==> src/hp_pkg.sv <==
// Package for the host port buffer handshake block
package hp_pkg;
  // Host interface register indices, decoded from the upper address lines
  localparam logic [2:0] HP_IDX_DATA = 3'h0;
  localparam logic [2:0] HP_IDX_CTRL = 3'h1;
  localparam logic [2:0] HP_IDX_STAT = 3'h2;
  // Hardware control register field positions (low byte)
  localparam int HP_CTRL_TX_EN_BIT = 0;
  localparam int HP_CTRL_RX_EN_BIT = 1;
  // Status register field positions (low byte)
  localparam int HP_STAT_TX_FULL_BIT = 0;
  localparam int HP_STAT_RX_FULL_BIT = 1;
  localparam int HP_STAT_IRQ_BIT = 2;
  // Reset values
  localparam logic [7:0] HP_CTRL_RESET = 8'h00;
  localparam logic [7:0] HP_BYTE_RESET = 8'h00;

  // Host pins as sampled by the device
  typedef struct packed {
    logic [7:0] host_data_bus;
    logic [3:0] host_addr_lines;
    logic host_write_strobe_n;
    logic host_read_strobe_n;
    logic host_select_n;
    logic tx_dma_ack_n;
    logic rx_dma_ack_n;
  } hp_host_in_s;

  // Host pins driven by the device
  typedef struct packed {
    logic [7:0] host_data_out;
    logic host_data_oe;
    logic tx_dma_request;
    logic rx_dma_request;
    logic irq_n_out;
    logic irq_n_oe;
  } hp_host_out_s;
endpackage
==> src/hp_host_port.sv <==
// Host port data buffer handshake with DMA acknowledge and request pins
//
// Contract
// - Transmit ack low plus falling write strobe stores one host byte.
// - Transmit ack selects the transmit port, ignoring address; with select also low it stores no byte.
// - Receive request goes high while the receive buffer holds a byte.
// - Buffers are reachable both by ack cycles and addressed cycles.
// - Receive request enabled by control bit; disabled after reset.
// - Receive ack and read strobe low put the receive byte on the bus.
// - Receive ack selects the receive port, ignoring address; with select also low the byte is not popped.
// - Open-collector interrupt pulled low when requested, released otherwise.
// - Transmit request high when a byte fits; control bit enables it.
// - Address lines 3..1 pick the register, line 0 picks the byte.
`timescale 1ns/10ps
`default_nettype none
module hp_host_port (
  // Clock, reset and enable
  input wire logic clk,
  input wire logic nrst,
  input wire logic ce,
  // Host pins
  input wire hp_pkg::hp_host_in_s host_in,
  output var hp_pkg::hp_host_out_s host_out,
  // Core side: transmit bytes toward the core
  output logic [7:0] tx_byte,
  output logic tx_valid,
  input wire logic tx_ready,
  // Core side: receive bytes from the core
  input wire logic [7:0] rx_byte,
  input wire logic rx_valid,
  output logic rx_ready,
  // Core interrupt request level
  input wire logic irq_request
);
  import hp_pkg::*;

  // Strobe history
  logic prev_wr_n;
  logic prev_rd_n;
  logic prev_rx_sel;

  // Control and buffer state
  logic [7:0] ctrl;
  logic tx_full;
  logic rx_full;
  logic [7:0] rx_data;
  logic [7:0] data_out;

  // Decoded strobes and selects
  logic wr_fall;
  logic rd_rise;
  logic addr_cycle;
  logic [2:0] idx;
  logic lo_byte;
  logic data_hit;
  logic ack_clash;
  logic tx_sel;
  logic rx_sel;
  logic ctrl_wr;

  // Transfer events
  logic tx_wr;
  logic tx_pop;
  logic rx_pop;
  logic rx_push;

  // Request enables and pin values
  logic tx_req_en;
  logic rx_req_en;
  logic tx_req;
  logic rx_req;
  logic bus_drive;

  // Read data
  logic [7:0] next_data_out;
  logic [7:0] stat;

  // Strobe edges on the sampled pins
  assign wr_fall = prev_wr_n & ~host_in.host_write_strobe_n;
  assign rd_rise = ~prev_rd_n & host_in.host_read_strobe_n;

  // Address decode, only meaningful while select is low
  assign addr_cycle = ~host_in.host_select_n;
  assign idx = host_in.host_addr_lines[3:1];
  assign lo_byte = ~host_in.host_addr_lines[0];

  // Low byte of the data register through an addressed cycle
  assign data_hit = addr_cycle & (idx == HP_IDX_DATA) & lo_byte;

  // Overlapping acks or select are forbidden; such a cycle moves no byte
  assign ack_clash = (~host_in.tx_dma_ack_n & ~host_in.rx_dma_ack_n)
    | (addr_cycle & ~(host_in.tx_dma_ack_n & host_in.rx_dma_ack_n));

  // Port selection: acks bypass the address; a low select with an ack blocks both ports
  assign tx_sel = (~host_in.tx_dma_ack_n | data_hit) & ~ack_clash;
  assign rx_sel = (~host_in.rx_dma_ack_n | data_hit) & ~ack_clash;
  assign ctrl_wr = wr_fall & host_in.tx_dma_ack_n & host_in.rx_dma_ack_n
    & addr_cycle & idx == HP_IDX_CTRL & lo_byte;

  // Transfer events; a pop in the same cycle frees room for a write
  assign tx_pop = tx_full & tx_ready;
  assign tx_wr = wr_fall & tx_sel & (~tx_full | tx_pop);
  assign rx_pop = rd_rise & prev_rx_sel & rx_full;
  assign rx_ready = ~rx_full | rx_pop;
  assign rx_push = rx_valid & rx_ready;
  assign tx_valid = tx_full;

  // Status byte
  always_comb begin
    stat = 8'h00;
    stat[HP_STAT_TX_FULL_BIT] = tx_full;
    stat[HP_STAT_RX_FULL_BIT] = rx_full;
    stat[HP_STAT_IRQ_BIT] = irq_request;
  end

  // Read data mux, registered onto the bus
  always_comb begin
    next_data_out = 8'h00;
    if (~host_in.rx_dma_ack_n) begin
      next_data_out = rx_data;
    end else if (addr_cycle) begin
      case (idx)
        HP_IDX_DATA: next_data_out = lo_byte ? rx_data : 8'h00;
        HP_IDX_CTRL: next_data_out = lo_byte ? ctrl : 8'h00;
        HP_IDX_STAT: next_data_out = lo_byte ? stat : 8'h00;
        default: next_data_out = 8'h00;
      endcase
    end
  end

  // Strobe history for edge detection, idle level after reset
  always_ff @(posedge clk) begin
    if (!nrst) begin
      prev_wr_n <= 1'b1;
      prev_rd_n <= 1'b1;
    end else if (ce) begin
      prev_wr_n <= host_in.host_write_strobe_n;
      prev_rd_n <= host_in.host_read_strobe_n;
    end
  end

  // Receive port was read, so the end of the strobe pops it
  always_ff @(posedge clk) begin
    if (!nrst) begin
      prev_rx_sel <= 1'b0;
    end else if (ce) begin
      prev_rx_sel <= rx_sel & ~host_in.host_read_strobe_n;
    end
  end

  // Hardware control register
  always_ff @(posedge clk) begin
    if (!nrst) begin
      ctrl <= HP_CTRL_RESET;
    end else if (ce && ctrl_wr) begin
      ctrl <= host_in.host_data_bus;
    end
  end

  // Transmit holding byte
  always_ff @(posedge clk) begin
    if (!nrst) begin
      tx_full <= 1'b0;
      tx_byte <= HP_BYTE_RESET;
    end else if (ce) begin
      if (tx_wr) begin
        tx_full <= 1'b1;
        tx_byte <= host_in.host_data_bus;
      end else if (tx_pop) begin
        tx_full <= 1'b0;
      end
    end
  end

  // Receive holding byte
  always_ff @(posedge clk) begin
    if (!nrst) begin
      rx_full <= 1'b0;
      rx_data <= HP_BYTE_RESET;
    end else if (ce) begin
      if (rx_push) begin
        rx_full <= 1'b1;
        rx_data <= rx_byte;
      end else if (rx_pop) begin
        rx_full <= 1'b0;
      end
    end
  end

  // Bus data register
  always_ff @(posedge clk) begin
    if (!nrst) begin
      data_out <= HP_BYTE_RESET;
    end else if (ce) begin
      data_out <= next_data_out;
    end
  end

  // Request enables from the hardware control register
  assign tx_req_en = ctrl[HP_CTRL_TX_EN_BIT];
  assign rx_req_en = ctrl[HP_CTRL_RX_EN_BIT];

  // Requests follow buffer room and content, low while disabled
  assign tx_req = tx_req_en & ~tx_full;
  assign rx_req = rx_req_en & rx_full;

  // Bus drive while a read strobe meets the receive ack or the select
  assign bus_drive = ~host_in.host_read_strobe_n
    & (~host_in.rx_dma_ack_n | addr_cycle);

  // Pin drive: bus enable, requests gated by enables, open-collector irq
  always_comb begin
    host_out.host_data_out = data_out;
    host_out.host_data_oe = bus_drive;
    host_out.tx_dma_request = tx_req;
    host_out.rx_dma_request = rx_req;
    host_out.irq_n_out = 1'b0;
    host_out.irq_n_oe = irq_request;
  end
endmodule
`default_nettype wire

==> config.mk <==
export PLATFORM = sky130hd
export DESIGN_NAME = hp_host_port
export DESIGN_NICKNAME = d
export VERILOG_FILES = /design/src/hp_pkg.sv /design/src/hp_host_port.sv
export SDC_FILE = /design/constraint.sdc
export NUM_CORES = 1
export LEC_CHECK = 0
export CAP_MARGIN = 20
export CORE_MARGIN = 3
export CORE_UTILIZATION = 40
export DETAILED_ROUTE_END_ITERATION = 12
export DONT_BUFFER_PORTS = 1
export PLACE_DENSITY_LB_ADDON = 0.3
export SLEW_MARGIN = 20
export SYNTH_ARGS = -nofsm -noshare
export SYNTH_HDL_FRONTEND = slang
export SYNTH_SLANG_ARGS = --single-unit
==> constraint.sdc <==
create_clock -name clk -period 1.1 [get_ports clk]
set_clock_uncertainty 0.05 [all_clocks]
set_input_delay 0.11 -clock clk [delete_from_list [all_inputs] [get_ports clk]]
set_output_delay 0.11 -clock clk [all_outputs]
set_load 0.05 [all_outputs]
==> key figures, run 1 <==
Routing
  – Via Count: between 1,000 and 1,500
  – DRT iter0 DRCs: 76
  – Post-Route WL: 4110 µm
  – DRC violations left: 0
  – Via density: approximately 5.3
  – TritonRoute pass-1 iters: 4
  – Routed len/inst: 15.6 µm
  – Final ANT Viol Nets: 0

Timing
  – Relative slew slack: 65.0%
  – Final min period: 1.28 ns
  – Endpoints failing hold: 37
  – Final slew viol count: 0
  – Final number of setup-violating endpoints: 32
  – Setup WS post-layout: -0.183 ns
  – Least-Margin Pin Slew: about 0.52 ns
  – Fin crit share: 117%
  – TNS Setup: -4.00 ns
  – Hold_ws: -0.165 ns
  – Fmax: between 700 and 800 MHz
  – Unrepaired setup endpoints after global routing: yes

Placement
  – I/O Buffers: 0
  – Half-perimeter wire length after placement: 2730 µm
  – Dpl cells: 238
  – Dpl ws: -0.162 ns
  – Routability cong.: 0.794
  – Placed Area: 1820 µm²

Finish
  – Core Util, Final: 58.8%
  – Fraction of layout cells with a size suffix above 1: 28.4%
  – Final Net Count: 245
  – Storage cell area: between 700 and 800 µm²
  – Multi-input combinational cell area: between 800 and 900 µm²
  – Ant. Diodes: 0
  – Synthesis-to-layout area growth: 37.7%
  – Non-Filler Instances: 263
  – Final instance area: 2220 µm²
  – Fillers: around 340

CTS
  – Clock root buffer master: clkbuf_8
  – Num CTS Buffers: 5
  – Max Root-Sink Buffers: 2
  – TritonCTS clock tree: done
  – Clock transition at the registers of the reported paths: 0.07 ns
  – # clock sinks: 37
  – Insertion delay to the later sink of the worst-skew pair: 0.29 ns
  – CTS H-tree depth: 2

Synth
  – Number of synthesized register bits: 37
  – Synth area leaders: dfxtp_1, mux2i_1, nand2_1
  – Syn Inst Count: 182
  – Cell Area, Synth: 1610 µm²
  – Post-synth top area share: 46.0%
  – Syn Nets: 213
  – Post-synth top area cell: dfxtp_1
  – Syn_area_per_cell: 8.84 µm²
  – Seq/Total Area, Yosys: 46.0%
  – Ys Warns: 0
  – Post-synth cell types: 29

Floorplanning
  – Die W: between 60 and 70 µm
  – Die Height: just under 70 µm
  – Initial Utilization: between 40% and 50%
  – Io pins: 54
  – Core footprint: 3770 µm²
  – Row count: 22
  – Die area: approximately 4800 µm²

Global routing
  – GR Overflow Total: 0
  – Gr usage total: 16.5%
  – Initial antenna violation count: 0
  – First-pass GRT wire length: 6420 µm
  – Largest net degree at the start of global routing: 55
  – Vias in the first global route: 1,334

Outcome
  – Failing checks: negative hold slack, negative setup slack
  – Outcome: finished with violations

Worst setup path
  – Startpoint Class: flop
  – Crit path buffers/inverters: 0
  – CP required: approximately 0.94 ns
  – Arrival time at the worst endpoint: 1.12 ns
  – Crit path cell chain: and3b_2 > nand2b_4
  – CP max FO: 3
  – Max stage delay on crit path: between 0.3 and 0.4 ns
  – CP Class: reg -> out
  – Worst path slowest cell: dfxtp_2
  – Cell family with the largest share of critical-path delay: simple AND/OR/NAND/NOR gates
  – Critical Path End Type: primary output

Power
  – Pwr/cell area: 1350 nW/µm²
  – P_leak: 0.820 nW
  – Design Power: 3.00 mW
  – Max IR drop VDD: 0.727 mV

Worst hold path
  – Hold WC Path Type: in -> reg

Flow run
  – Maximum Capacitance Violations: 0
-- registers in the layout, indices dropped and copies added, names as in the netlist --
name and flops:
prev_rd_n 1, tx_byte 8, prev_rx_sel 1, ctrl 8, rx_full 1, tx_valid 1
data_out 8, rx_data 8, prev_wr_n 1
-- routing by layer --
| metal | up-vias | part of all wire, % | GRT usage [%] |
|---|---|---|---|
| met4 | 0 | 1.5 | 6.51 |
| met3 | 7 | 6.5 | 6.23 |
| li1 | 694 | - | - |
| met5 | - | 0 | 0 |
| met2 | 41 | 50 | 26.3 |
| met1 | 658 | 42 | 20.0 |
-- cells by family (layout without fill, tap and decap cells) --
family | count (synthesis) | count (layout) | synth area share (%)
other cells | 1 | 1 | 0.233
simple gates | 63 | 63 | 20.1
compound gates | 44 | 44 | 16.6
mux | 17 | 17 | 10.6
flops | 37 | 37 | 46.0
buf+inv | 20 | 53 | 6.53
-- cells in the final DEF (no fill, tap or decap), types with 2 or more instances in the layout --
| cell type | netlist | final |
|---|---|---|
| buf_12 | 0 | 2 |
| o21ai_2 | 0 | 2 |
| mux2i_1 | 17 | 17 |
| a22oi_1 | 8 | 8 |
| nand3_2 | 0 | 8 |
| a21oi_1 | 7 | 7 |
| o21ai_1 | 0 | 7 |
| o21ai_0 | 19 | 10 |
| nor2_1 | 2 | 2 |
| buf_6 | 0 | 2 |
| buf_4 | 7 | 20 |
| and4b_1 | 2 | 2 |
| dfxtp_1 | 37 | 32 |
| dlygate4sd3_1 | 0 | 16 |
| a31oi_1 | 5 | 5 |
| nor2b_1 | 13 | 12 |
| dfxtp_4 | 0 | 2 |
| nand2_1 | 29 | 29 |
| clkbuf_8 | 0 | 6 |
| dfxtp_2 | 0 | 3 |
-- where the power goes --
group | internal (mW) | total, mW | leakage (nW) | switching, mW
logic | 0.158 | 0.360 | 0.456 | 0.202
clock network | 0.739 | 1.23 | 0.0617 | 0.495
registers | 1.38 | 1.41 | 0.302 | 0.0291
-- layout make-up --
type                            count  area share [%]
Multi-Input combinational cell    125            38.8
Sequential cell                    37            33.9
Timing Repair Buffer               43            18.9
Clock buffer                        6            3.73
Tap cell                           48            2.71
Clock inverter                      2            1.64
Inverter                            2           0.339
-- cell usage after synthesis --
| cell type | number |
|---|---|
| o21a_1 | 1 |
| nor3_2 | 1 |
| nor2_1 | 2 |
| a21o_1 | 1 |
| o211ai_2 | 1 |
| a22oi_1 | 8 |
| and4b_1 | 2 |
| buf_4 | 7 |
| inv_1 | 2 |
| a21boi_0 | 1 |
| conb_1 | 1 |
| nand3_1 | 9 |
| dfxtp_1 | 37 |
| mux2i_1 | 17 |
| and2_1 | 1 |
| nor4_1 | 1 |
| a31oi_1 | 5 |
| o21ai_0 | 19 |
| and3b_1 | 1 |
| nand2_1 | 29 |
| nor2b_1 | 13 |
| a21oi_1 | 7 |
| and4_1 | 1 |
| clkbuf_1 | 8 |
| nand3b_1 | 1 |
| a21bo_2 | 1 |
| nand2b_1 | 1 |
| and3_1 | 1 |
| buf_2 | 3 |
-- final timing paths --
path | endpoint | start | cells after the start | slack (ns)
hold / removal | prev_wr_n | nrst | 1 | -0.17
hold reg to reg | tx_byte[6] | tx_byte[6] | 2 | 0.41
setup reg to reg | tx_byte[5] | prev_wr_n | 4 | -0.18
setup / recovery | rx_ready | prev_rd_n | 2 | -0.18
-- timing repair --
action / CTS / global route
endpoints found under the setup margin: 28 / 29
endpoints found under the hold margin: 37 / 37
gates resized for setup: 13 / 15
pin swaps: 0 / 10
hold buffers: 15 / 1
gates cloned: 0 / 2
buffers inserted: 1 / 0
Note: power is estimated with default switching activity, not from simulation.
==> run 2, diff against run 1 <==
--- a/config.mk
+++ b/config.mk
@@ -7,7 +7,7 @@
 export LEC_CHECK = 0
 export CAP_MARGIN = 20
 export CORE_MARGIN = 3
-export CORE_UTILIZATION = 40
+export CORE_UTILIZATION = 54
 export DETAILED_ROUTE_END_ITERATION = 12
 export DONT_BUFFER_PORTS = 1
 export PLACE_DENSITY_LB_ADDON = 0.3
==> key figures, run 2 (same netlist as run 1, synthesis figures left out) <==
Power
  – Design Power: 2.94 mW (-2.2%)
  – Max IR drop VDD: 1.18 mV (+63%)
  – Pwr/cell area: 1250 nW/µm² (-7.9%)
  – P_leak: 0.883 nW (+7.7%)

Timing
  – Relative slew slack: 49.0% (-16 points)
  – Unrepaired setup endpoints after global routing: yes
  – Endpoints failing hold: 37 (unchanged)
  – Fmax: 727 MHz (-6.7%)
  – Hold_ws: -0.214 ns (-0.0488 ns)
  – Fin crit share: 125% (+8.4 points)
  – Final slew viol count: 0 (unchanged)
  – TNS Setup: -5.82 ns (-1.82 ns)
  – Final number of setup-violating endpoints: 29 (-9.4%)
  – Final min period: 1.38 ns (+0.0920 ns)
  – Setup WS post-layout: -0.275 ns (-0.0920 ns)
  – Least-Margin Pin Slew: 0.766 ns (+0.243 ns)

Flow run
  – Maximum Capacitance Violations: 0 (unchanged)

Finish
  – Ant. Diodes: 0 (unchanged)
  – Non-Filler Instances: 252 (-4.2%)
  – Final instance area: 2350 µm² (+6.2%)
  – Fraction of layout cells with a size suffix above 1: 33.0% (+4.7 points)
  – Final Net Count: 251 (+2.4%)
  – Most frequent cells in the layout: nand2_1, dfxtp_1, dlygate4sd3_1
  – Fillers: 167 (-50%)
  – Synthesis-to-layout area growth: 46.3%
  – Multi-input combinational cell area: 893 µm² (+3.9%)
  – Core Util, Final: 83.9% (+25 points)
  – Storage cell area: 753 µm² (+0.17%)

Routing
  – DRT iter0 DRCs: 66 (-13%)
  – TritonRoute pass-1 iters: 5 (+1)
  – DRC violations left: 0 (unchanged)
  – Routed len/inst: 18.4 µm (+18%)
  – Via density: 5.94 (+12%)
  – Via Count: 1,497 (+6.9%)
  – Post-Route WL: 4640 µm (+13%)
  – Final ANT Viol Nets: 0 (unchanged)

Worst setup path
  – Flop2flop setup slack: -0.28 ns (-0.09 ns)
  – Launch point of the worst reg-to-reg path: prev_wr_n
  – Critical Path End Type: flop
  – CP Class: reg -> reg
  – CP required: 1.31 ns (+0.37 ns)
  – Startpoint Class: flop
  – FF-to-FF End: ctrl[0]
  – Arrival time at the worst endpoint: 1.58 ns (+0.46 ns)
  – CP max FO: 8 (+5)
  – Number of cells on the worst reg-to-reg path: 5 (+1)

Placement
  – I/O Buffers: 0 (unchanged)
  – Placed Area: 1800 µm² (-1.2%)
  – Half-perimeter wire length after placement: 2680 µm (-1.7%)
  – Routability cong.: 0.807 (+1.7%)
  – Dpl ws: -0.209 ns (-0.0472 ns)
  – Dpl cells: 221 (-7.1%)

Global routing
  – First-pass GRT wire length: 6740 µm (+5.0%)
  – Initial antenna violation count: 0 (unchanged)
  – Largest net degree at the start of global routing: 55 (unchanged)
  – Vias in the first global route: 1,458 (+9.3%)
  – GR Overflow Total: 0 (unchanged)
  – Gr usage total: 25.1% (+8.6 points)

Worst hold path
  – Hold path start: nrst
  – Hold Crit Depth: 1 (unchanged)
  – Min-Delay Endpoint: prev_wr_n
  – Hold WC Path Type: in -> reg

Outcome
  – Outcome: finished with violations
  – Failing checks: negative hold slack, negative setup slack

CTS
  – Num CTS Buffers: 5 (unchanged)
  – Clock transition at the registers of the reported paths: 0.12 ns (+0.05 ns)
  – # clock sinks: 37 (unchanged)
  – CTS H-tree depth: 2 (unchanged)
  – Insertion delay to the later sink of the worst-skew pair: 0.36 ns (+0.07 ns)
  – TritonCTS clock tree: done
  – Clock root buffer master: clkbuf_4
  – Max Root-Sink Buffers: 2 (unchanged)

Floorplanning
  – Die area: 3670 µm² (-24%)
  – Core footprint: 2810 µm² (-26%)
  – Die Height: 60.6 µm (-13%)
  – Initial Utilization: 57.4% (+15 points)
  – Die W: 60.6 µm (-13%)
  – Io pins: 54 (unchanged)
  – Row count: 19 (-14%)
==> run 2: cell count changes in the layout (fill, tap and decap cells not counted), moves of 2 or more <==
| cell | delta |
|---|---|
| clkbuf_16 | +2 |
| buf_4 | -10 |
| clkbuf_4 | +5 |
| o21ai_2 | +3 |
| dfxtp_1 | -3 |
| o21ai_1 | -3 |
| clkbuf_8 | -6 |
| buf_6 | +13 |
| buf_12 | +2 |
| dfxtp_2 | +4 |
==> run 2: cell type report <==
cell class	count	share of cell area, %
clock buffer	6	2.66
timing repair buffer	49	23.7
tap	31	1.65
sequential	37	32.0
multi-input combinational	125	38.0
inverter	2	0.425
clock inverter	2	1.65
==> run 2: power breakdown <==
| group | internal [mW] | total [mW] | switching (mW) |
|---|---|---|---|
| registers | 1.38 | 1.42 | 0.0333 |
| clock network | 0.624 | 1.11 | 0.486 |
| logic | 0.186 | 0.411 | 0.225 |
==> run 2: how the worst max path moves through the flow <==
stage          startpoint    endpoint  slack [ns]  depth (start not counted)
2_1_floorplan    tx_valid  tx_byte[0]       -0.13                          5
3_3_place_gp    prev_wr_n     ctrl[1]       -0.12                          5
3_5_place_dp    prev_wr_n     ctrl[4]       -0.21                          5
4_1_cts         prev_rd_n    rx_ready       -0.22                          2
5_1_grt         prev_wr_n     ctrl[6]       -0.34                          5
6_report        prev_wr_n     ctrl[0]       -0.28                          5
==> run 2: worst max-delay path, cell delays in order, from the launching register on <==
cell     delay [ns]
dfxtp_2        0.36
and4b_1        0.21
and4_4         0.23
buf_12         0.14
mux2i_1        0.21
nor2b_1        0.08
==> run 2: timing repair <==
action | 4_1_cts | 5_1_grt
resized for setup | 16 | 37
cloned | 1 | 2
pin swaps | 0 | 10
endpoints found under the hold margin | 37 | 37
setup buffers | 1 | 1
setup endpoints to repair | 30 | 52
hold buffers | 17 | 1
==> run 2: per-layer routing <==
layer | up-vias | GRT usage (%) | wire (µm)
met5 | - | 0 | 0
met2 | 55 | 44.9 | 2480
li1 | 701 | - | -
met1 | 724 | 27.0 | 1800
met3 | 17 | 8.51 | 217
met4 | 0 | 10.2 | 145
==> run 3, diff against run 2 <==
--- a/config.mk
+++ b/config.mk
@@ -11,6 +11,7 @@
 export DETAILED_ROUTE_END_ITERATION = 12
 export DONT_BUFFER_PORTS = 1
 export PLACE_DENSITY_LB_ADDON = 0.3
+export SKIP_LAST_GASP = 1
 export SLEW_MARGIN = 20
 export SYNTH_ARGS = -nofsm -noshare
 export SYNTH_HDL_FRONTEND = slang
==> key figures, run 3 (same netlist as run 1, synthesis figures left out) <==
Timing
  – Setup WS post-layout: -0.277 ns (-0.00163 ns)
  – Hold_ws: -0.215 ns (-0.000787 ns)
  – Unrepaired setup endpoints after global routing: yes
  – Final number of setup-violating endpoints: 29 (unchanged)
  – Relative slew slack: 48.8% (-0.12 points)
  – Fin crit share: 125% (+0.15 points)
  – Endpoints failing hold: 37 (unchanged)
  – Final slew viol count: 0 (unchanged)
  – Least-Margin Pin Slew: 0.767 ns (+0.00174 ns)
  – Fmax: 726 MHz (-0.12%)
  – Final min period: 1.38 ns (+0.00163 ns)

Routing
  – Routed len/inst: 18.4 µm (+0.17%)
  – DRT iter0 DRCs: 60 (-9.1%)
  – Post-Route WL: 4640 µm (+0.17%)
  – DRC violations left: 0 (unchanged)
  – Final ANT Viol Nets: 0 (unchanged)
  – Via density: 5.95 (+0.13%)
  – TritonRoute pass-1 iters: 4 (-1)
  – Via Count: 1,499 (+0.13%)

Worst setup path
  – CP Class: reg -> reg
  – Max stage delay on crit path: 0.36 ns (about the same)
  – Worst path slowest cell: dfxtp_2
  – Number of cells on the worst reg-to-reg path: 5 (unchanged)
  – Flop2flop setup slack: -0.28 ns (about the same)
  – FF-to-FF End: ctrl[0]
  – Critical Path End Type: flop
  – CP max FO: 8 (unchanged)
  – Startpoint Class: flop
  – Launch point of the worst reg-to-reg path: prev_wr_n
  – Arrival time at the worst endpoint: 1.58 ns (about the same)
  – CP required: 1.31 ns (about the same)
  – Crit path cell chain: and4b_1 > and4_4 > buf_12 > mux2i_1 > nor2b_1

CTS
  – Max Root-Sink Buffers: 2 (unchanged)
  – Clock root buffer master: clkbuf_4
  – TritonCTS clock tree: done
  – CTS H-tree depth: 2 (unchanged)
  – # clock sinks: 37 (unchanged)
  – Num CTS Buffers: 5 (unchanged)
  – Insertion delay to the later sink of the worst-skew pair: 0.36 ns (about the same)
  – Clock transition at the registers of the reported paths: 0.12 ns (about the same)

Power
  – Net Sw Frac: 25.3% (about the same)
  – Max IR drop VDD: 1.18 mV (about the same)
  – Combinational Power Share: 14.0% (about the same)
  – Clk pwr share: 37.8% (about the same)
  – Sequential power share: 48.2% (about the same)
  – Sw power: 743 µW (about the same)
  – Internal: 2.19 mW (about the same)
  – Pwr/cell area: 1250 nW/µm² (about the same)
  – Design Power: 2.94 mW (about the same)
  – P_leak: 0.883 nW (about the same)

Floorplanning
  – Core footprint: 2810 µm² (unchanged)
  – Die area: 3670 µm² (unchanged)
  – Row count: 19 (unchanged)
  – Io pins: 54 (unchanged)
  – Die Height: 60.6 µm (unchanged)
  – Initial Utilization: 57.4% (unchanged)
  – Die W: 60.6 µm (unchanged)

Finish
  – Synthesis-to-layout area growth: 46.3% (unchanged)
  – Final Net Count: 251 (unchanged)
  – Most frequent cells in the layout: nand2_1, dfxtp_1, dlygate4sd3_1
  – Core Util, Final: 83.9% (unchanged)
  – Final instance area: 2350 µm² (unchanged)
  – Fraction of layout cells with a size suffix above 1: 33.0% (unchanged)
  – Ant. Diodes: 0 (unchanged)
  – Non-Filler Instances: 252 (unchanged)

Outcome
  – Failing checks: negative hold slack, negative setup slack
  – Outcome: finished with violations

Worst hold path
  – Hold Crit Depth: 1 (unchanged)
  – Hold path start: nrst
  – Min-Delay Endpoint: prev_wr_n
  – Hold WC Path Type: in -> reg

Placement
  – Dpl ws: -0.209 ns (unchanged)
  – Placed Area: 1800 µm² (unchanged)
  – Dpl cells: 221 (unchanged)
  – Routability cong.: 0.807 (unchanged)
  – I/O Buffers: 0 (unchanged)
  – Half-perimeter wire length after placement: 2680 µm (unchanged)

Flow run
  – Maximum Capacitance Violations: 0 (unchanged)

Global routing
  – Vias in the first global route: 1,458 (unchanged)
  – First-pass GRT wire length: 6740 µm (unchanged)
  – Gr usage total: 25.1% (unchanged)
  – Largest net degree at the start of global routing: 55 (unchanged)
  – Initial antenna violation count: 0 (unchanged)
  – GR Overflow Total: 0 (unchanged)
## run 3: cell counts in the layout (fill, tap and decap cells not counted)
Identical to the previous run, type by type.
## run 3: power by group through the flow
stage / combinational, mW / clock [mW] / sequential, mW
2_1_floorplan: 0.181 / 0 / 1.50
3_3_place_gp: 0.265 / 0 / 1.43
3_5_place_dp: 0.274 / 0 / 1.43
4_1_cts: 0.351 / 1.12 / 1.41
5_1_grt: 0.437 / 1.16 / 1.42
6_report: 0.411 / 1.11 / 1.42
## run 3: stage by stage
| step | hold slack, ns | setup TNS (ns) |
|---|---|---|
| after global routing | -0.215 | -7.71 |
| after CTS | -0.232 | -5.38 |
| after floorplan | 0.188 | -2.47 |
| final | -0.215 | -5.83 |
| after detailed placement | 0.140 | -3.43 |
| after global placement | 0.130 | -1.89 |
## run 3: cell type report
cell class                      instances  area (µm²)
Multi-Input combinational cell        125         893
Sequential cell                        37         753
Clock inverter                          2        38.8
Clock buffer                            6        62.6
Inverter                                2        10.0
Fill cell                             167         452
Timing Repair Buffer                   49         557
Tap cell                               31        38.8
## run 3: metal layers
metal  vias up  track usage [%]  wire (µm)
li1        701                -          -
met1       726             27.0       1810
met2        57             44.9       2470
met3        15             8.51        222
met4         0             10.2        136
met5         -                0          0
## run 3: how the worst max path moves through the flow
stage	startpoint	end	slack, ns	cells after the start
floorplan	tx_valid	tx_byte[0]	-0.13	5
global placement	prev_wr_n	ctrl[1]	-0.12	5
detailed placement	prev_wr_n	ctrl[4]	-0.21	5
CTS	prev_rd_n	rx_ready	-0.22	2
global route	prev_wr_n	ctrl[6]	-0.34	5
finish	prev_wr_n	ctrl[0]	-0.28	5
## run 3: worst max-delay path: cells and delay by family (launching register included)
kind	cells	cell delay, ns
mux	1	0.21
simple gates	3	0.52
buf+inv	1	0.14
flops	1	0.36
## run 3: what timing repair did
item                       in CTS  in global routing
setup buffers                   1                  1
hold endpoints to repair       37                 37
setup endpoints to repair      30                 52
gates resized for setup        16                 37
pin swaps                       0                  9
hold buffers                   17                  1
cloned                          1                  2
